[src/lane_a_map.vh]
// Register map and timing constants for the lane A receiver-detect block
// How it works
// - Status bit 0 reads 0 with signal present; valid only if strap floats.
// - Status bit 0 reads 1 on loss of signal.
// - Detect mode 00 holds input high-z; 11 applies 50 ohm at once.
// - Mode 01 probes every 12 ms, 50 attempts over 600 ms, then stops.
// - Mode 10 probes every 12 ms without limit until a receiver is found.
// - Auto modes keep high-z until detection, then switch to 50 ohm.
// - Override 1 uses register field; override 0 uses the dedicated pin.
// - Eight-bit equalizer boost field resets to 0x2F, 256 levels.
// - Bit 7 enables short-circuit protection; register resets to 0xED.
`ifndef LANE_A_MAP_VH
`define LANE_A_MAP_VH
`define ADDR_PIN_OVERRIDE   8'h08
`define ADDR_STATUS         8'h0A
`define ADDR_RESERVED_B     8'h0B
`define ADDR_RESERVED_C     8'h0C
`define ADDR_RECEIVER_DETECT_MODE_CTRL     8'h0E
`define ADDR_EQ_CTRL        8'h0F
`define ADDR_GEN_CTRL       8'h10
`define RST_PIN_OVERRIDE    8'h00
`define RST_RESERVED_B      8'h70
`define RST_RESERVED_C      8'h00
`define RST_RECEIVER_DETECT_MODE_CTRL      8'h00
`define RST_EQ_CTRL         8'h2F
`define RST_GEN_CTRL        8'hED
`define RST_SCP             1'b1
`define BIT_OVERRIDE_RECEIVER_DETECT_MODE  3
`define MODE_HI             3
`define MODE_LO             2
`define BIT_SCP             7
`define MODE_HIGHZ          2'h0
`define MODE_AUTO_BOUNDED   2'h1
`define MODE_AUTO_FOREVER   2'h2
`define MODE_FIXED_50       2'h3
`define PROBE_PERIOD_MS     12
`define PROBE_ATTEMPTS      50
`define CLK_KHZ             250000
`endif

[src/lane_a_rxdetect_eq_regs.v]
// Lane A configuration registers and receiver-detect state machine
`include "lane_a_map.vh"
module lane_a_rxdetect_eq_regs #(
    parameter PROBE_CYCLES = `PROBE_PERIOD_MS * `CLK_KHZ,
    parameter ATTEMPTS     = `PROBE_ATTEMPTS
) (
    input  wire       clk,
    input  wire       reset_n,
    input  wire       wr_en,
    input  wire       rd_en,
    input  wire [7:0] addr,
    input  wire [7:0] wr_data,
    output reg  [7:0] rd_data,
    input  wire       signal_present,
    input  wire       strap_pin_float,
    input  wire [1:0] receiver_detect_pin,
    input  wire       far_end_found,
    output reg        probe,
    output reg        term_50_ohm,
    output reg  [7:0] eq_boost,
    output reg        short_protect_en
);
    localparam ST_IDLE  = 2'h0;
    localparam ST_WAIT  = 2'h1;
    localparam ST_FOUND = 2'h2;
    localparam ST_DONE  = 2'h3;

    reg [7:0]  pin_override;
    reg [7:0]  reserved_cfg_b;
    reg [7:0]  reserved_cfg_c;
    reg [7:0]  lane_a_receiver_detect_ctrl;
    reg [7:0]  lane_a_equalizer_ctrl;
    reg [7:0]  lane_a_general_ctrl;
    reg [1:0]  state;
    reg [31:0] timer;
    reg [7:0]  attempts;
    reg [1:0]  mode_q;
    reg [1:0]  next_state;
    reg [31:0] next_timer;
    reg [7:0]  next_attempts;
    reg        next_probe;
    reg        next_term;
    wire [1:0] receiver_detect_mode;
    wire [7:0] status;

    assign receiver_detect_mode =
        lane_a_receiver_detect_ctrl[`MODE_HI:`MODE_LO];
    // Register field wins only when override is set
    wire [1:0] eff_mode = pin_override[`BIT_OVERRIDE_RECEIVER_DETECT_MODE] ?
        receiver_detect_mode : receiver_detect_pin;
    // Loss of signal reads 1; forced 0 when strap not floating
    assign status = {7'h00, strap_pin_float & ~signal_present};

    // Eight bits leave ample room above the attempt limit
    function [7:0] bump;
        input [7:0] count;
        begin
            bump = count + 8'h01;
        end
    endfunction

    // Last count of the timer closes one probe period
    function period_over;
        input [31:0] count;
        begin
            period_over = (count == PROBE_CYCLES - 1);
        end
    endfunction

    always @(posedge clk or negedge reset_n)
    begin
        if (!reset_n)
        begin
            pin_override <= `RST_PIN_OVERRIDE;
            reserved_cfg_b <= `RST_RESERVED_B;
            reserved_cfg_c <= `RST_RESERVED_C;
            lane_a_receiver_detect_ctrl <= `RST_RECEIVER_DETECT_MODE_CTRL;
            lane_a_equalizer_ctrl <= `RST_EQ_CTRL;
            lane_a_general_ctrl <= `RST_GEN_CTRL;
            rd_data <= 8'h00;
        end
        else
        begin
            // Status and unmapped addresses drop writes
            if (wr_en)
            begin
                if (addr == `ADDR_PIN_OVERRIDE)
                    pin_override <= wr_data;
                else if (addr == `ADDR_RESERVED_B)
                    reserved_cfg_b <= wr_data;
                else if (addr == `ADDR_RESERVED_C)
                    reserved_cfg_c <= wr_data;
                else if (addr == `ADDR_RECEIVER_DETECT_MODE_CTRL)
                    lane_a_receiver_detect_ctrl <= wr_data;
                else if (addr == `ADDR_EQ_CTRL)
                    lane_a_equalizer_ctrl <= wr_data;
                else if (addr == `ADDR_GEN_CTRL)
                    lane_a_general_ctrl <= wr_data;
            end
            // A read beside a write returns the old value
            if (rd_en)
            begin
                if (addr == `ADDR_PIN_OVERRIDE)
                    rd_data <= pin_override;
                else if (addr == `ADDR_STATUS)
                    rd_data <= status;
                else if (addr == `ADDR_RESERVED_B)
                    rd_data <= reserved_cfg_b;
                else if (addr == `ADDR_RESERVED_C)
                    rd_data <= reserved_cfg_c;
                else if (addr == `ADDR_RECEIVER_DETECT_MODE_CTRL)
                    rd_data <= lane_a_receiver_detect_ctrl;
                else if (addr == `ADDR_EQ_CTRL)
                    rd_data <= lane_a_equalizer_ctrl;
                else if (addr == `ADDR_GEN_CTRL)
                    rd_data <= lane_a_general_ctrl;
                else
                    rd_data <= 8'h00;
            end
        end
    end

    // Mode change restarts detection from scratch
    always @*
    begin
        next_state = state;
        next_timer = timer;
        next_attempts = attempts;
        next_probe = 1'b0;
        next_term = term_50_ohm;
        if (mode_q != eff_mode)
        begin
            next_state = ST_IDLE;
            next_timer = 32'h0;
            next_attempts = 8'h00;
            next_term = (eff_mode == `MODE_FIXED_50);
        end
        // Fixed modes ignore the detect state entirely
        else if (eff_mode == `MODE_HIGHZ)
            next_term = 1'b0;
        else if (eff_mode == `MODE_FIXED_50)
            next_term = 1'b1;
        else
        begin
            case (state)
                ST_IDLE:
                begin
                    next_term = 1'b0;
                    next_probe = 1'b1;
                    next_timer = 32'h0;
                    next_attempts = bump(attempts);
                    next_state = ST_WAIT;
                end
                ST_WAIT:
                begin
                    if (far_end_found)
                    begin
                        next_state = ST_FOUND;
                        next_term = 1'b1;
                    end
                    else if (period_over(timer))
                    begin
                        if (eff_mode == `MODE_AUTO_BOUNDED &&
                            attempts == ATTEMPTS[7:0])
                            next_state = ST_DONE;
                        else
                        begin
                            // Probe again here so the period is exact
                            next_probe = 1'b1;
                            next_timer = 32'h0;
                            next_attempts = bump(attempts);
                        end
                    end
                    else
                        next_timer = timer + 32'h1;
                end
                ST_FOUND:
                    next_term = 1'b1;
                default:
                    next_term = 1'b0;
            endcase
        end
    end

    // Mode is held a cycle so that a change is seen as an edge
    always @(posedge clk or negedge reset_n)
    begin
        if (!reset_n)
        begin
            state <= ST_IDLE;
            timer <= 32'h0;
            attempts <= 8'h00;
            mode_q <= `MODE_HIGHZ;
            probe <= 1'b0;
            term_50_ohm <= 1'b0;
        end
        else
        begin
            state <= next_state;
            timer <= next_timer;
            attempts <= next_attempts;
            mode_q <= eff_mode;
            probe <= next_probe;
            term_50_ohm <= next_term;
        end
    end

    // Outputs copy the registers a cycle late, keeping them flop-driven
    always @(posedge clk or negedge reset_n)
    begin
        if (!reset_n)
        begin
            eq_boost <= `RST_EQ_CTRL;
            short_protect_en <= `RST_SCP;
        end
        else
        begin
            eq_boost <= lane_a_equalizer_ctrl;
            short_protect_en <= lane_a_general_ctrl[`BIT_SCP];
        end
    end
endmodule

[config.mk]
export PLATFORM = sky130hd
export DESIGN_NAME = lane_a_rxdetect_eq_regs
export DESIGN_NICKNAME = d
export VERILOG_FILES = /design/src/lane_a_rxdetect_eq_regs.v
export VERILOG_INCLUDE_DIRS = /design/src
export SDC_FILE = /design/constraint.sdc
export NUM_CORES = 1
export LEC_CHECK = 0
export ABC_AREA = 1
export BUFFER_PORTS_ARGS = -buffer_cell sky130_fd_sc_hd__buf_2
export CAP_MARGIN = 40
export CORE_MARGIN = 5
export CORE_UTILIZATION = 35
export CTS_BUF_LIST = sky130_fd_sc_hd__clkbuf_4 sky130_fd_sc_hd__clkbuf_8
export DETAILED_ROUTE_END_ITERATION = 12
export GPL_ROUTABILITY_DRIVEN = 0
export GPL_TIMING_DRIVEN = 1
export PLACE_DENSITY_LB_ADDON = 0.2
export SLEW_MARGIN = 20
export SYNTH_ARGS = -nofsm -noshare
export SYNTH_HDL_FRONTEND = slang
export SYNTH_SLANG_ARGS = --single-unit
[constraint.sdc]
create_clock -name clk -period 2.05 [get_ports clk]
set_input_delay 0.205 -clock clk [delete_from_list [all_inputs] [get_ports clk]]
set_output_delay 0.205 -clock clk [all_outputs]
set_load 0.02 [all_outputs]
==> results of run 1 <==
[what timing repair did]
action | in CTS | in global routing
endpoints found under the hold margin | 91 | 0
buffers inserted | 0 | 1
hold buffers | 1 | 0
gates resized for setup | 0 | 3
endpoints found under the setup margin | 0 | 40
[cell type report]
class	instances	area share, %
well taps	234	3.969
multi-input cells	680	43.43
clock buffers	9	1.679
clock inverters	7	1.645
repair buffers	72	6.616
inverters	91	4.665
flip-flops and latches	111	38.00
[metrics by stage]
| stage | cell area [µm²] | cells |
|---|---|---|
| final | 7376 | 1204 |
| after global routing | 7376 | 1204 |
| after CTS | 7348 | 1203 |
| after detailed placement | 7093 | 1186 |
| after global placement | 7093 | 1186 |
| after floorplan | 6524 | 907 |
[power by group through the flow]
stage	clock [mW]	combinational (mW)	sequential [mW]
floorplan	0	0.240	2.38
global placement	0	0.430	2.36
detailed placement	0	0.432	2.36
CTS	1.67	0.435	2.32
global route	1.76	0.488	2.33
finish	1.62	0.433	2.32
[cell usage after synthesis (all sizes together), types with 11 or more instances]
master,number
a21oi,18
dfrtp,91
nand3,77
dfstp,20
or2,11
nor3,15
inv,90
buf,21
nand2,309
nand4,30
o21ai,80
nor2,121
[final timing paths]
check,startpoint,end,cells past startpoint
worst max-delay path,pin_override[3]$_DFFE_PN0P_,timer[28]$_DFFE_PN0P_,10
worst min-delay path,receiver_detect_pin[0],mode_q[0]$_DFF_PN0_,3
worst max register to register,pin_override[3]$_DFFE_PN0P_,timer[28]$_DFFE_PN0P_,10
worst min register to register,lane_a_equalizer_ctrl[5]$_DFFE_PN1P_,eq_boost[5]$_DFF_PN1_,0
max in group asynchronous,reset_n,eq_boost[1]$_DFF_PN1_,3
min in group asynchronous,reset_n,timer[10]$_DFFE_PN0P_,3
[critical path, stage by stage, from the launching register on]
cell and delay (ns):
dfrtp_1 0.43, inv_1 0.08, nand2_1 0.07, nand2_2 0.10
inv_1 0.05, ha_1 0.18, inv_1 0.14, o2111ai_4 0.16
nor2_1 0.39, nand3_1 0.14, nand2_1 0.08
[state kept, by name (all words and copies together) (netlist names), 2 cells and up]
signal / cells
lane_a_receiver_detect_ctrl: 8
rd_data: 8
mode_q: 2
timer: 32
pin_override: 8
state: 2
reserved_cfg_b: 8
lane_a_equalizer_ctrl: 8
lane_a_general_ctrl: 8
reserved_cfg_c: 8
eq_boost: 8
attempts: 8
[metal layers]
metal	vias up	share of wire, %	global-route usage (%)
li1	3028	-	-
met1	2706	45	21.15
met2	110	49	28.36
met3	18	4.0	2.669
met4	0	1.2	3.951
met5	-	0	0
[kinds of logic (layout without fill, tap and decap cells)]
family	Yosys count	after routing	share of synthesized area, %
compound gates	105	105	8.823
xor+xnor	1	1	0.1343
fa+ha+maj	8	8	1.534
buf+inv	116	179	8.247
flops	111	111	42.96
simple gates	566	566	38.30
==> reports/qor.yml, run 1 <==
run_status:
  status: "finished, final reports clean"
place:
  place_ws_ns: 0.1494
  place_hpwl_mm: 12.98
  portBuffers: 43
cts:
  numCtsBuffers: 9
  clockBufferDepth: 2
  cts_tree: "built"
  clk_latency_ns: 0.41
  root_buffer: "clkbuf_8"
  cts_sinks: 111
  cts.htree.levels: 3
  clk_pin_slew_worst_paths_ns: 0.12
detailed_routing:
  viasPerCell: 4.869
  drc: 0
  ant_nets: 0
  drt_iter0_markers: 310
  wl_per_cell_um: 14.23
  routed_wirelength_mm: 17.14
  drtPass1Iterations: 5
  num_vias: 5862
run:
  timing.max_cap.violations: 0
min_path:
  hp-class: "in -> reg"
cells_and_area:
  multi_input_area_mm2: 0.003203
  layout_commonest_cell: "nand2_1"
  final_cell_mix: "297 x nand2_1, 113 x nor2_1, 91 x dfrtp_1"
  seq_area_mm2: 0.002803
  nFillCells: 2016
  syn_to_final_growth_pct: 13.06
  diodes: 0
  nNetsFinal: 998
  fin_util_pct: 39.83
  drive_above_1_share_pct: 15.88
setup_path:
  cp-end-kind: "flip-flop"
  crit_required_ns: 2.40
  crit_type: "reg -> reg"
  cp.arrival_ns: 2.24
  r2r_slack_ns: 0.17
  critPathMaxFanout: 5
  startpoint_type: "flip-flop"
yosys:
  synth_edf_count: 0
  synth.distinct_cells: 37
  yosysSeqAreaShare_pct: 42.96
  yosysWarnings: 0
  synthArstFlopShare_pct: 100.0
  syn-cell-area_mm2: 0.006524
  ys_ff_latch: 111
  yosysTopAreaCellShare_pct: 34.91
  ys.flop_type: "dfrtp_1"
  syn-num-nets: 940
  syn_inst: 907
  synth_top_area_cell: "dfrtp_1"
  postSynthAreaPerCell_um2: 7.193
  ys_top_cells_by_area: "dfrtp_1 35%, nand2_1 17%, dfstp_2 8.1%, nor2_1 6.6%, nand3_1 5.5%"
floorplan:
  die_h_um: 146.5
  fp.dieW_um: 146.5
  boundaryPins: 44
  die-area_mm2: 0.02147
  rows: 50
  start_util_pct: 35.23
  core_area_mm2: 0.01852
power_and_ir_drop:
  power.share.combinational_pct: 9.9
  seqPwrFrac_pct: 53.1
  clkPwrFrac_pct: 37.0
  ir_drop_mv: 0.3399
  p_per_area_mw_per_mm2: 592.7
  p_int_mw: 3.147
  p_leak_nw: 3.448
  power.total_mw: 4.372
  switching_share_pct: 28.02
  p_sw_mw: 1.225
timing:
  finalSetupTns_ns: 0
  setup_viol: 0
  min_period_ns: 1.880
  worstMarginPinSlew_ns: 0.5381
  slew_violations: 0
  rsz0062_at_grt: "false"
  worst_hold_slack_ns: 0.1026
  fin_ws_ns: 0.1696
  hold_violations: 0
  slew_headroom_pct: 64.00
  max_freq_ghz: 0.5318
  clock_skew_ns: 0.01455
  min_period_over_period_pct: 91.73
grt:
  track_usage_pct: 16.27
  grt_pass1_vias: 5604
  grt_pass1_wl_mm: 28.50
  overflow: 0
  antenna_found_initial: 0
  grt_max_degree: 65
(Power assumes the default switching activity.)
==> run 2: changes to the inputs <==
--- a/config.mk
+++ b/config.mk
@@ -7,12 +7,12 @@
 export NUM_CORES = 1
 export LEC_CHECK = 0
 export ABC_AREA = 1
-export BUFFER_PORTS_ARGS = -buffer_cell sky130_fd_sc_hd__buf_2
 export CAP_MARGIN = 40
 export CORE_MARGIN = 5
 export CORE_UTILIZATION = 35
 export CTS_BUF_LIST = sky130_fd_sc_hd__clkbuf_4 sky130_fd_sc_hd__clkbuf_8
 export DETAILED_ROUTE_END_ITERATION = 12
+export DONT_BUFFER_PORTS = 1
 export GPL_ROUTABILITY_DRIVEN = 0
 export GPL_TIMING_DRIVEN = 1
 export PLACE_DENSITY_LB_ADDON = 0.2
==> run 2 against run 1 <==
Effect of this change:
- the flow now finishes with violations (hold timing)
- sequential power about the same
- largest power group unchanged
- die area unchanged
- global-route usage down 0.094 points
- sequential share of layout area up 1.7 points
- final cell count down 4.3%
- count of clock-buffer cells in the layout up 1
- power down 5.2%
==> reports/qor.yml, run 2 (same netlist as run 1, synthesis figures left out) <==
place:
  place_hpwl_mm: 12.57
  portBuffers: 0
  dpl.cell_count: 1134
power_and_ir_drop:
  ir_drop_mv: 0.3259
  p_per_area_mw_per_mm2: 587.5
  p_leak_nw: 3.183
setup_path:
  rr_worst_depth: 10
  cp-end-kind: "flip-flop"
  crit_required_ns: 2.38
  r2r_start: "pin_override[3]$_DFFE_PN0P_"
  cp-startpoint: "pin_override[3]$_DFFE_PN0P_"
  startpoint_type: "flip-flop"
  r2r_slack_ns: 0.19
  crit_type: "reg -> reg"
  cp.arrival_ns: 2.19
  worstReg2RegEnd: "attempts[6]$_DFFE_PN0P_"
  timing.critical_path.to: "attempts[6]$_DFFE_PN0P_"
  critPathMaxFanout: 16
cells_and_area:
  syn_to_final_growth_pct: 8.170
  drive_above_1_share_pct: 11.44
  stdcell_count: 1152
  diodes: 0
  largest_reg_flops: 32
  nFillCells: 2002
  layout_commonest_cell: "nand2_1"
  largest_register: "timer"
  fin_util_pct: 38.11
  nNetsFinal: 946
  final_cell_mix: "297 x nand2_1, 112 x nor2_1, 90 x dfrtp_1"
grt:
  grt_pass1_vias: 5530
  grt_pass1_wl_mm: 28.41
  grt_max_degree: 112
  antenna_found_initial: 0
  track_usage_pct: 16.18
  overflow: 0
detailed_routing:
  wl_per_cell_um: 14.67
  drt_iter0_markers: 421
  drtPass1Iterations: 5
  drc: 0
  routed_wirelength_mm: 16.90
  viasPerCell: 4.852
  num_vias: 5590
  ant_nets: 0
timing:
  min_period_over_period_pct: 90.92
  hold_violations: 111
  worstMarginPinSlew_ns: 0.5265
  slew_headroom_pct: 64.77
  max_freq_ghz: 0.5365
  worst_hold_slack_ns: -0.5051
  setup_viol: 0
  clock_skew_ns: 0.01504
  finalSetupTns_ns: 0
  slew_violations: 0
  rsz0062_at_grt: "false"
  min_period_ns: 1.864
cts:
  post-cts-setup-buffer-count: 0
  cts_hold_buf: 2
  cts_sinks: 111
  clk_pin_slew_worst_paths_ns: 0.12
  cts_tree: "built"
  numCtsBuffers: 9
  cts.htree.levels: 3
  clk_latency_ns: 0.40
  clockBufferDepth: 2
  root_buffer: "clkbuf_8"
floorplan:
  rows: 50
  die_h_um: 146.5
  fp.dieW_um: 146.5
  die-area_mm2: 0.02147
  start_util_pct: 35.23
  core_area_mm2: 0.01852
  boundaryPins: 44
min_path:
  hp-class: "in -> async"
run:
  timing.max_cap.violations: 0
run_status:
  violations: "hold timing"
  status: "finished, violations left"
## run 2: cell types whose count changed in the layout (fill, tap and decap cells not counted), moves of 2 or more
cell    change
buf_2      -42
buf_12      -2
inv_8       -2
buf_4      -10
## run 2: layout make-up
| cell class | count | area [µm²] | share of cell area [%] |
|---|---|---|---|
| Inverter | 91 | 344.1 | 4.876 |
| Tap cell | 234 | 292.8 | 4.149 |
| Sequential cell | 111 | 2804 | 39.73 |
| Clock inverter | 6 | 86.33 | 1.223 |
| Timing Repair Buffer | 20 | 183.9 | 2.606 |
| Multi-Input combinational cell | 680 | 3208 | 45.46 |
| Clock buffer | 10 | 137.6 | 1.950 |
## run 2: repair_timing
item / CTS / global route
endpoints found under the setup margin: 0 / 42
gates resized for setup: 0 / 8
endpoints found under the hold margin: 120 / 111
## run 2: where the power goes
| group | total (mW) | switching [mW] | internal [mW] |
|---|---|---|---|
| Combinational | 0.306 | 0.208 | 0.0980 |
| Clock | 1.49 | 0.852 | 0.633 |
| Sequential | 2.35 | 0.0750 | 2.28 |
| Total | 4.15 | 1.14 | 3.01 |
## run 2: worst max-delay path, stage by stage (launching register included)
cell	delay, ns
dfrtp_2	0.45
inv_1	0.07
nand2_1	0.08
nand2_2	0.12
ha_1	0.18
nand4_1	0.11
nor2_2	0.22
nand3_1	0.16
nand3_4	0.24
nand2_1	0.10
o21ai_2	0.06
## run 2: worst min-delay path by stage
stage	startpoint	endpoint	slack [ns]	depth (start not counted)
after CTS	reset_n	pin_override[0]$_DFFE_PN0P_	-0.53	0
after global placement	reset_n	timer[26]$_DFFE_PN0P_	-0.09	0
final	reset_n	attempts[5]$_DFFE_PN0P_	-0.51	0
after floorplan	reset_n	attempts[0]$_DFFE_PN0P_	-0.09	0
after global routing	reset_n	timer[29]$_DFFE_PN0P_	-0.55	0
after detailed placement	reset_n	timer[26]$_DFFE_PN0P_	-0.09	0
## run 2: metrics by stage
| step | total power [mW] | setup WS [ns] | instance area [µm²] |
|---|---|---|---|
| 2_1_floorplan | 2.619 | 0.3055 | 6524 |
| 3_3_place_gp | 2.688 | 0.08469 | 6783 |
| 3_5_place_dp | 2.691 | 0.06988 | 6783 |
| 4_1_cts | 4.207 | 0.04060 | 7027 |
| 5_1_grt | 4.362 | 0.01613 | 7057 |
| 6_report | 4.146 | 0.1861 | 7057 |
## run 2: per-layer routing
metal | global-route usage, % | vias to the layer above | part of all wire, %
li1 | - | 2914 | -
met5 | 0 | - | 0
met1 | 21.31 | 2584 | 47
met2 | 27.71 | 82 | 48
met4 | 2.587 | 0 | 0.81
met3 | 3.724 | 10 | 3.8
==> run 3: changes to the inputs <==
--- a/config.mk
+++ b/config.mk
@@ -14,7 +14,7 @@
 export DETAILED_ROUTE_END_ITERATION = 12
 export DONT_BUFFER_PORTS = 1
 export GPL_ROUTABILITY_DRIVEN = 0
-export GPL_TIMING_DRIVEN = 1
+export GPL_TIMING_DRIVEN = 0
 export PLACE_DENSITY_LB_ADDON = 0.2
 export SLEW_MARGIN = 20
 export SYNTH_ARGS = -nofsm -noshare
==> constraint.sdc (replaced) <==
create_clock -name clk -period 1.8 [get_ports clk]
set_input_delay 0.18 -clock clk [delete_from_list [all_inputs] [get_ports clk]]
set_output_delay 0.18 -clock clk [all_outputs]
set_load 0.1 [all_outputs]
==> run 3 against run 2 <==
Effect of this change:
- via count is 6.7% higher
- global-route usage grew 1.6 points
- count of clock-buffer cells in the layout fell by 1
- largest cell class unchanged
- the flow still finishes with violations (hold timing)
- largest power group unchanged
==> reports/qor.yml, run 3 (same netlist as run 1, synthesis figures left out) <==
run_status:
  status: "finished, violations left"
  violations: "hold timing"
floorplan:
  rows: 50
  boundaryPins: 44
  fp.dieW_um: 146.5
  die_h_um: 146.5
  start_util_pct: 35.23
  die-area_mm2: 0.02147
  core_area_mm2: 0.01852
cells_and_area:
  syn_to_final_growth_pct: 20.12
  final_cell_mix: "285 x nand2_1, 104 x nor2_1, 81 x dfrtp_1"
  stdcell_count: 1199
  largest_register: "timer"
  drive_above_1_share_pct: 19.27
  layout_commonest_cell: "nand2_1"
  nNetsFinal: 993
  largest_reg_flops: 32
  diodes: 0
timing:
  hold_violations: 111
  slew_violations: 0
  setup_viol: 0
  clock_skew_ns: 0.01355
  finalSetupTns_ns: 0
  worst_hold_slack_ns: -0.5500
  min_period_ns: 1.786
  min_period_over_period_pct: 99.20
  worstMarginPinSlew_ns: 0.8911
  rsz0062_at_grt: "true"
  max_freq_ghz: 0.5600
  slew_headroom_pct: 40.59
cts:
  clk_latency_ns: 0.42
  cts_hold_buf: 1
  cts_tree: "built"
  cts_sinks: 111
  root_buffer: "clkbuf_8"
  clk_pin_slew_worst_paths_ns: 0.12
  numCtsBuffers: 9
  cts.htree.levels: 3
  clockBufferDepth: 2
grt:
  grt_pass1_wl_mm: 30.68
  antenna_found_initial: 0
  grt_max_degree: 112
  track_usage_pct: 17.73
  grt_pass1_vias: 5891
  overflow: 0
power_and_ir_drop:
  p_per_area_mw_per_mm2: 639.1
  ir_drop_mv: 0.3720
  clkPwrFrac_pct: 31.9
  p_leak_nw: 3.497
  p_sw_mw: 1.595
  seqPwrFrac_pct: 55.0
  p_int_mw: 3.413
  power.share.combinational_pct: 13.2
  switching_share_pct: 31.85
setup_path:
  critPathMaxFanout: 5
  startpoint_type: "flip-flop"
  crit_type: "reg -> reg"
  cp-end-kind: "flip-flop"
  cp.arrival_ns: 2.10
  r2r_slack_ns: 0.01
  crit_required_ns: 2.11
place:
  dpl.cell_count: 1151
  place_hpwl_mm: 13.22
  portBuffers: 0
detailed_routing:
  drtPass1Iterations: 5
  drc: 0
  routed_wirelength_mm: 18.69
  num_vias: 5966
  drt_iter0_markers: 411
  wl_per_cell_um: 15.59
  ant_nets: 0
  viasPerCell: 4.976
min_path:
  hp-class: "in -> async"
run:
  timing.max_cap.violations: 0
-- run 3: cell count changes in the layout (fill, tap and decap cells not counted), moves of 6 or more --
cell and delta:
inv_1 -6, clkbuf_1 +6, buf_4 +8, o21ai_0 -14
dfrtp_2 +9, buf_2 +7, o21ai_1 +12, dfrtp_1 -9
buf_16 +8, nand2_1 -12, nor2_1 -8
-- run 3: per-stage QoR --
| step | instance area [µm²] | power, mW | utilization, % | worst slack [ns] | hold WS [ns] |
|---|---|---|---|---|---|
| global route | 7836 | 5.231 | 42.32 | -0.09053 | -0.5776 |
| floorplan | 6524 | 3.132 | - | 0.05549 | -0.1156 |
| global placement | 6817 | 3.248 | 36.81 | -0.3658 | -0.1107 |
| CTS | 7513 | 4.987 | 40.57 | 0.0002987 | -0.5717 |
| finish | 7836 | 5.008 | 42.32 | 0.01434 | -0.5500 |
| detailed placement | 6997 | 3.306 | 37.78 | -0.3836 | -0.1104 |
-- run 3: layout make-up --
cell class / instances / area (µm²)
Tap cell: 234 / 292.8
Clock buffer: 9 / 123.9
Clock inverter: 7 / 82.58
Inverter: 91 / 365.4
Fill cell: 1913 / 10680
Sequential cell: 111 / 2815
Timing Repair Buffer: 43 / 496.7
Multi-Input combinational cell: 680 / 3425
Buffer: 24 / 235.2
-- run 3: timing repair --
action,4_1_cts,5_1_grt
pin swaps,17,15
setup endpoints to repair,43,44
endpoints found under the hold margin,113,111
setup buffers,18,8
cloned,1,0
resized for setup,40,71
-- run 3: worst max-delay path, cell delays in order (launching register included) --
cell       delay, ns
dfrtp_2         0.46
inv_4           0.09
nand2_4         0.07
nand2_8         0.09
inv_4           0.04
ha_4            0.15
inv_4           0.06
o2111ai_4       0.14
nand2_4         0.15
nand3_4         0.16
buf_12          0.19
nand2_4         0.05
o21ai_2         0.05
-- run 3: per-layer routing --
metal / GRT usage (%) / vias up / part of all wire [%]
li1: - / 3020 / -
met1: 22.85 / 2808 / 46
met2: 30.01 / 111 / 48
met3: 3.693 / 27 / 3.8
met4: 5.409 / 0 / 1.9
met5: 0 / - / 0
-- run 3: power groups by stage --
stage | logic [mW] | registers (mW) | clock network (mW)
floorplan | 0.274 | 2.86 | 0
global placement | 0.371 | 2.88 | 0
detailed placement | 0.484 | 2.82 | 0
CTS | 0.552 | 2.78 | 1.66
global route | 0.710 | 2.77 | 1.75
finish | 0.659 | 2.75 | 1.60
-- run 3: path summary, 6_finish.rpt --
path,start,to,depth (start not counted)
worst max-delay path,pin_override[3]$_DFFE_PN0P_,attempts[7]$_DFFE_PN0P_,12
worst min-delay path,reset_n,timer[24]$_DFFE_PN0P_,0
worst max register to register,pin_override[3]$_DFFE_PN0P_,attempts[7]$_DFFE_PN0P_,12
worst min register to register,lane_a_equalizer_ctrl[2]$_DFFE_PN1P_,eq_boost[2]$_DFF_PN1_,0
max in group asynchronous,reset_n,lane_a_equalizer_ctrl[1]$_DFFE_PN1P_,0
min in group clk,wr_data[7],lane_a_receiver_detect_ctrl[7]$_DFFE_PN0P_,2
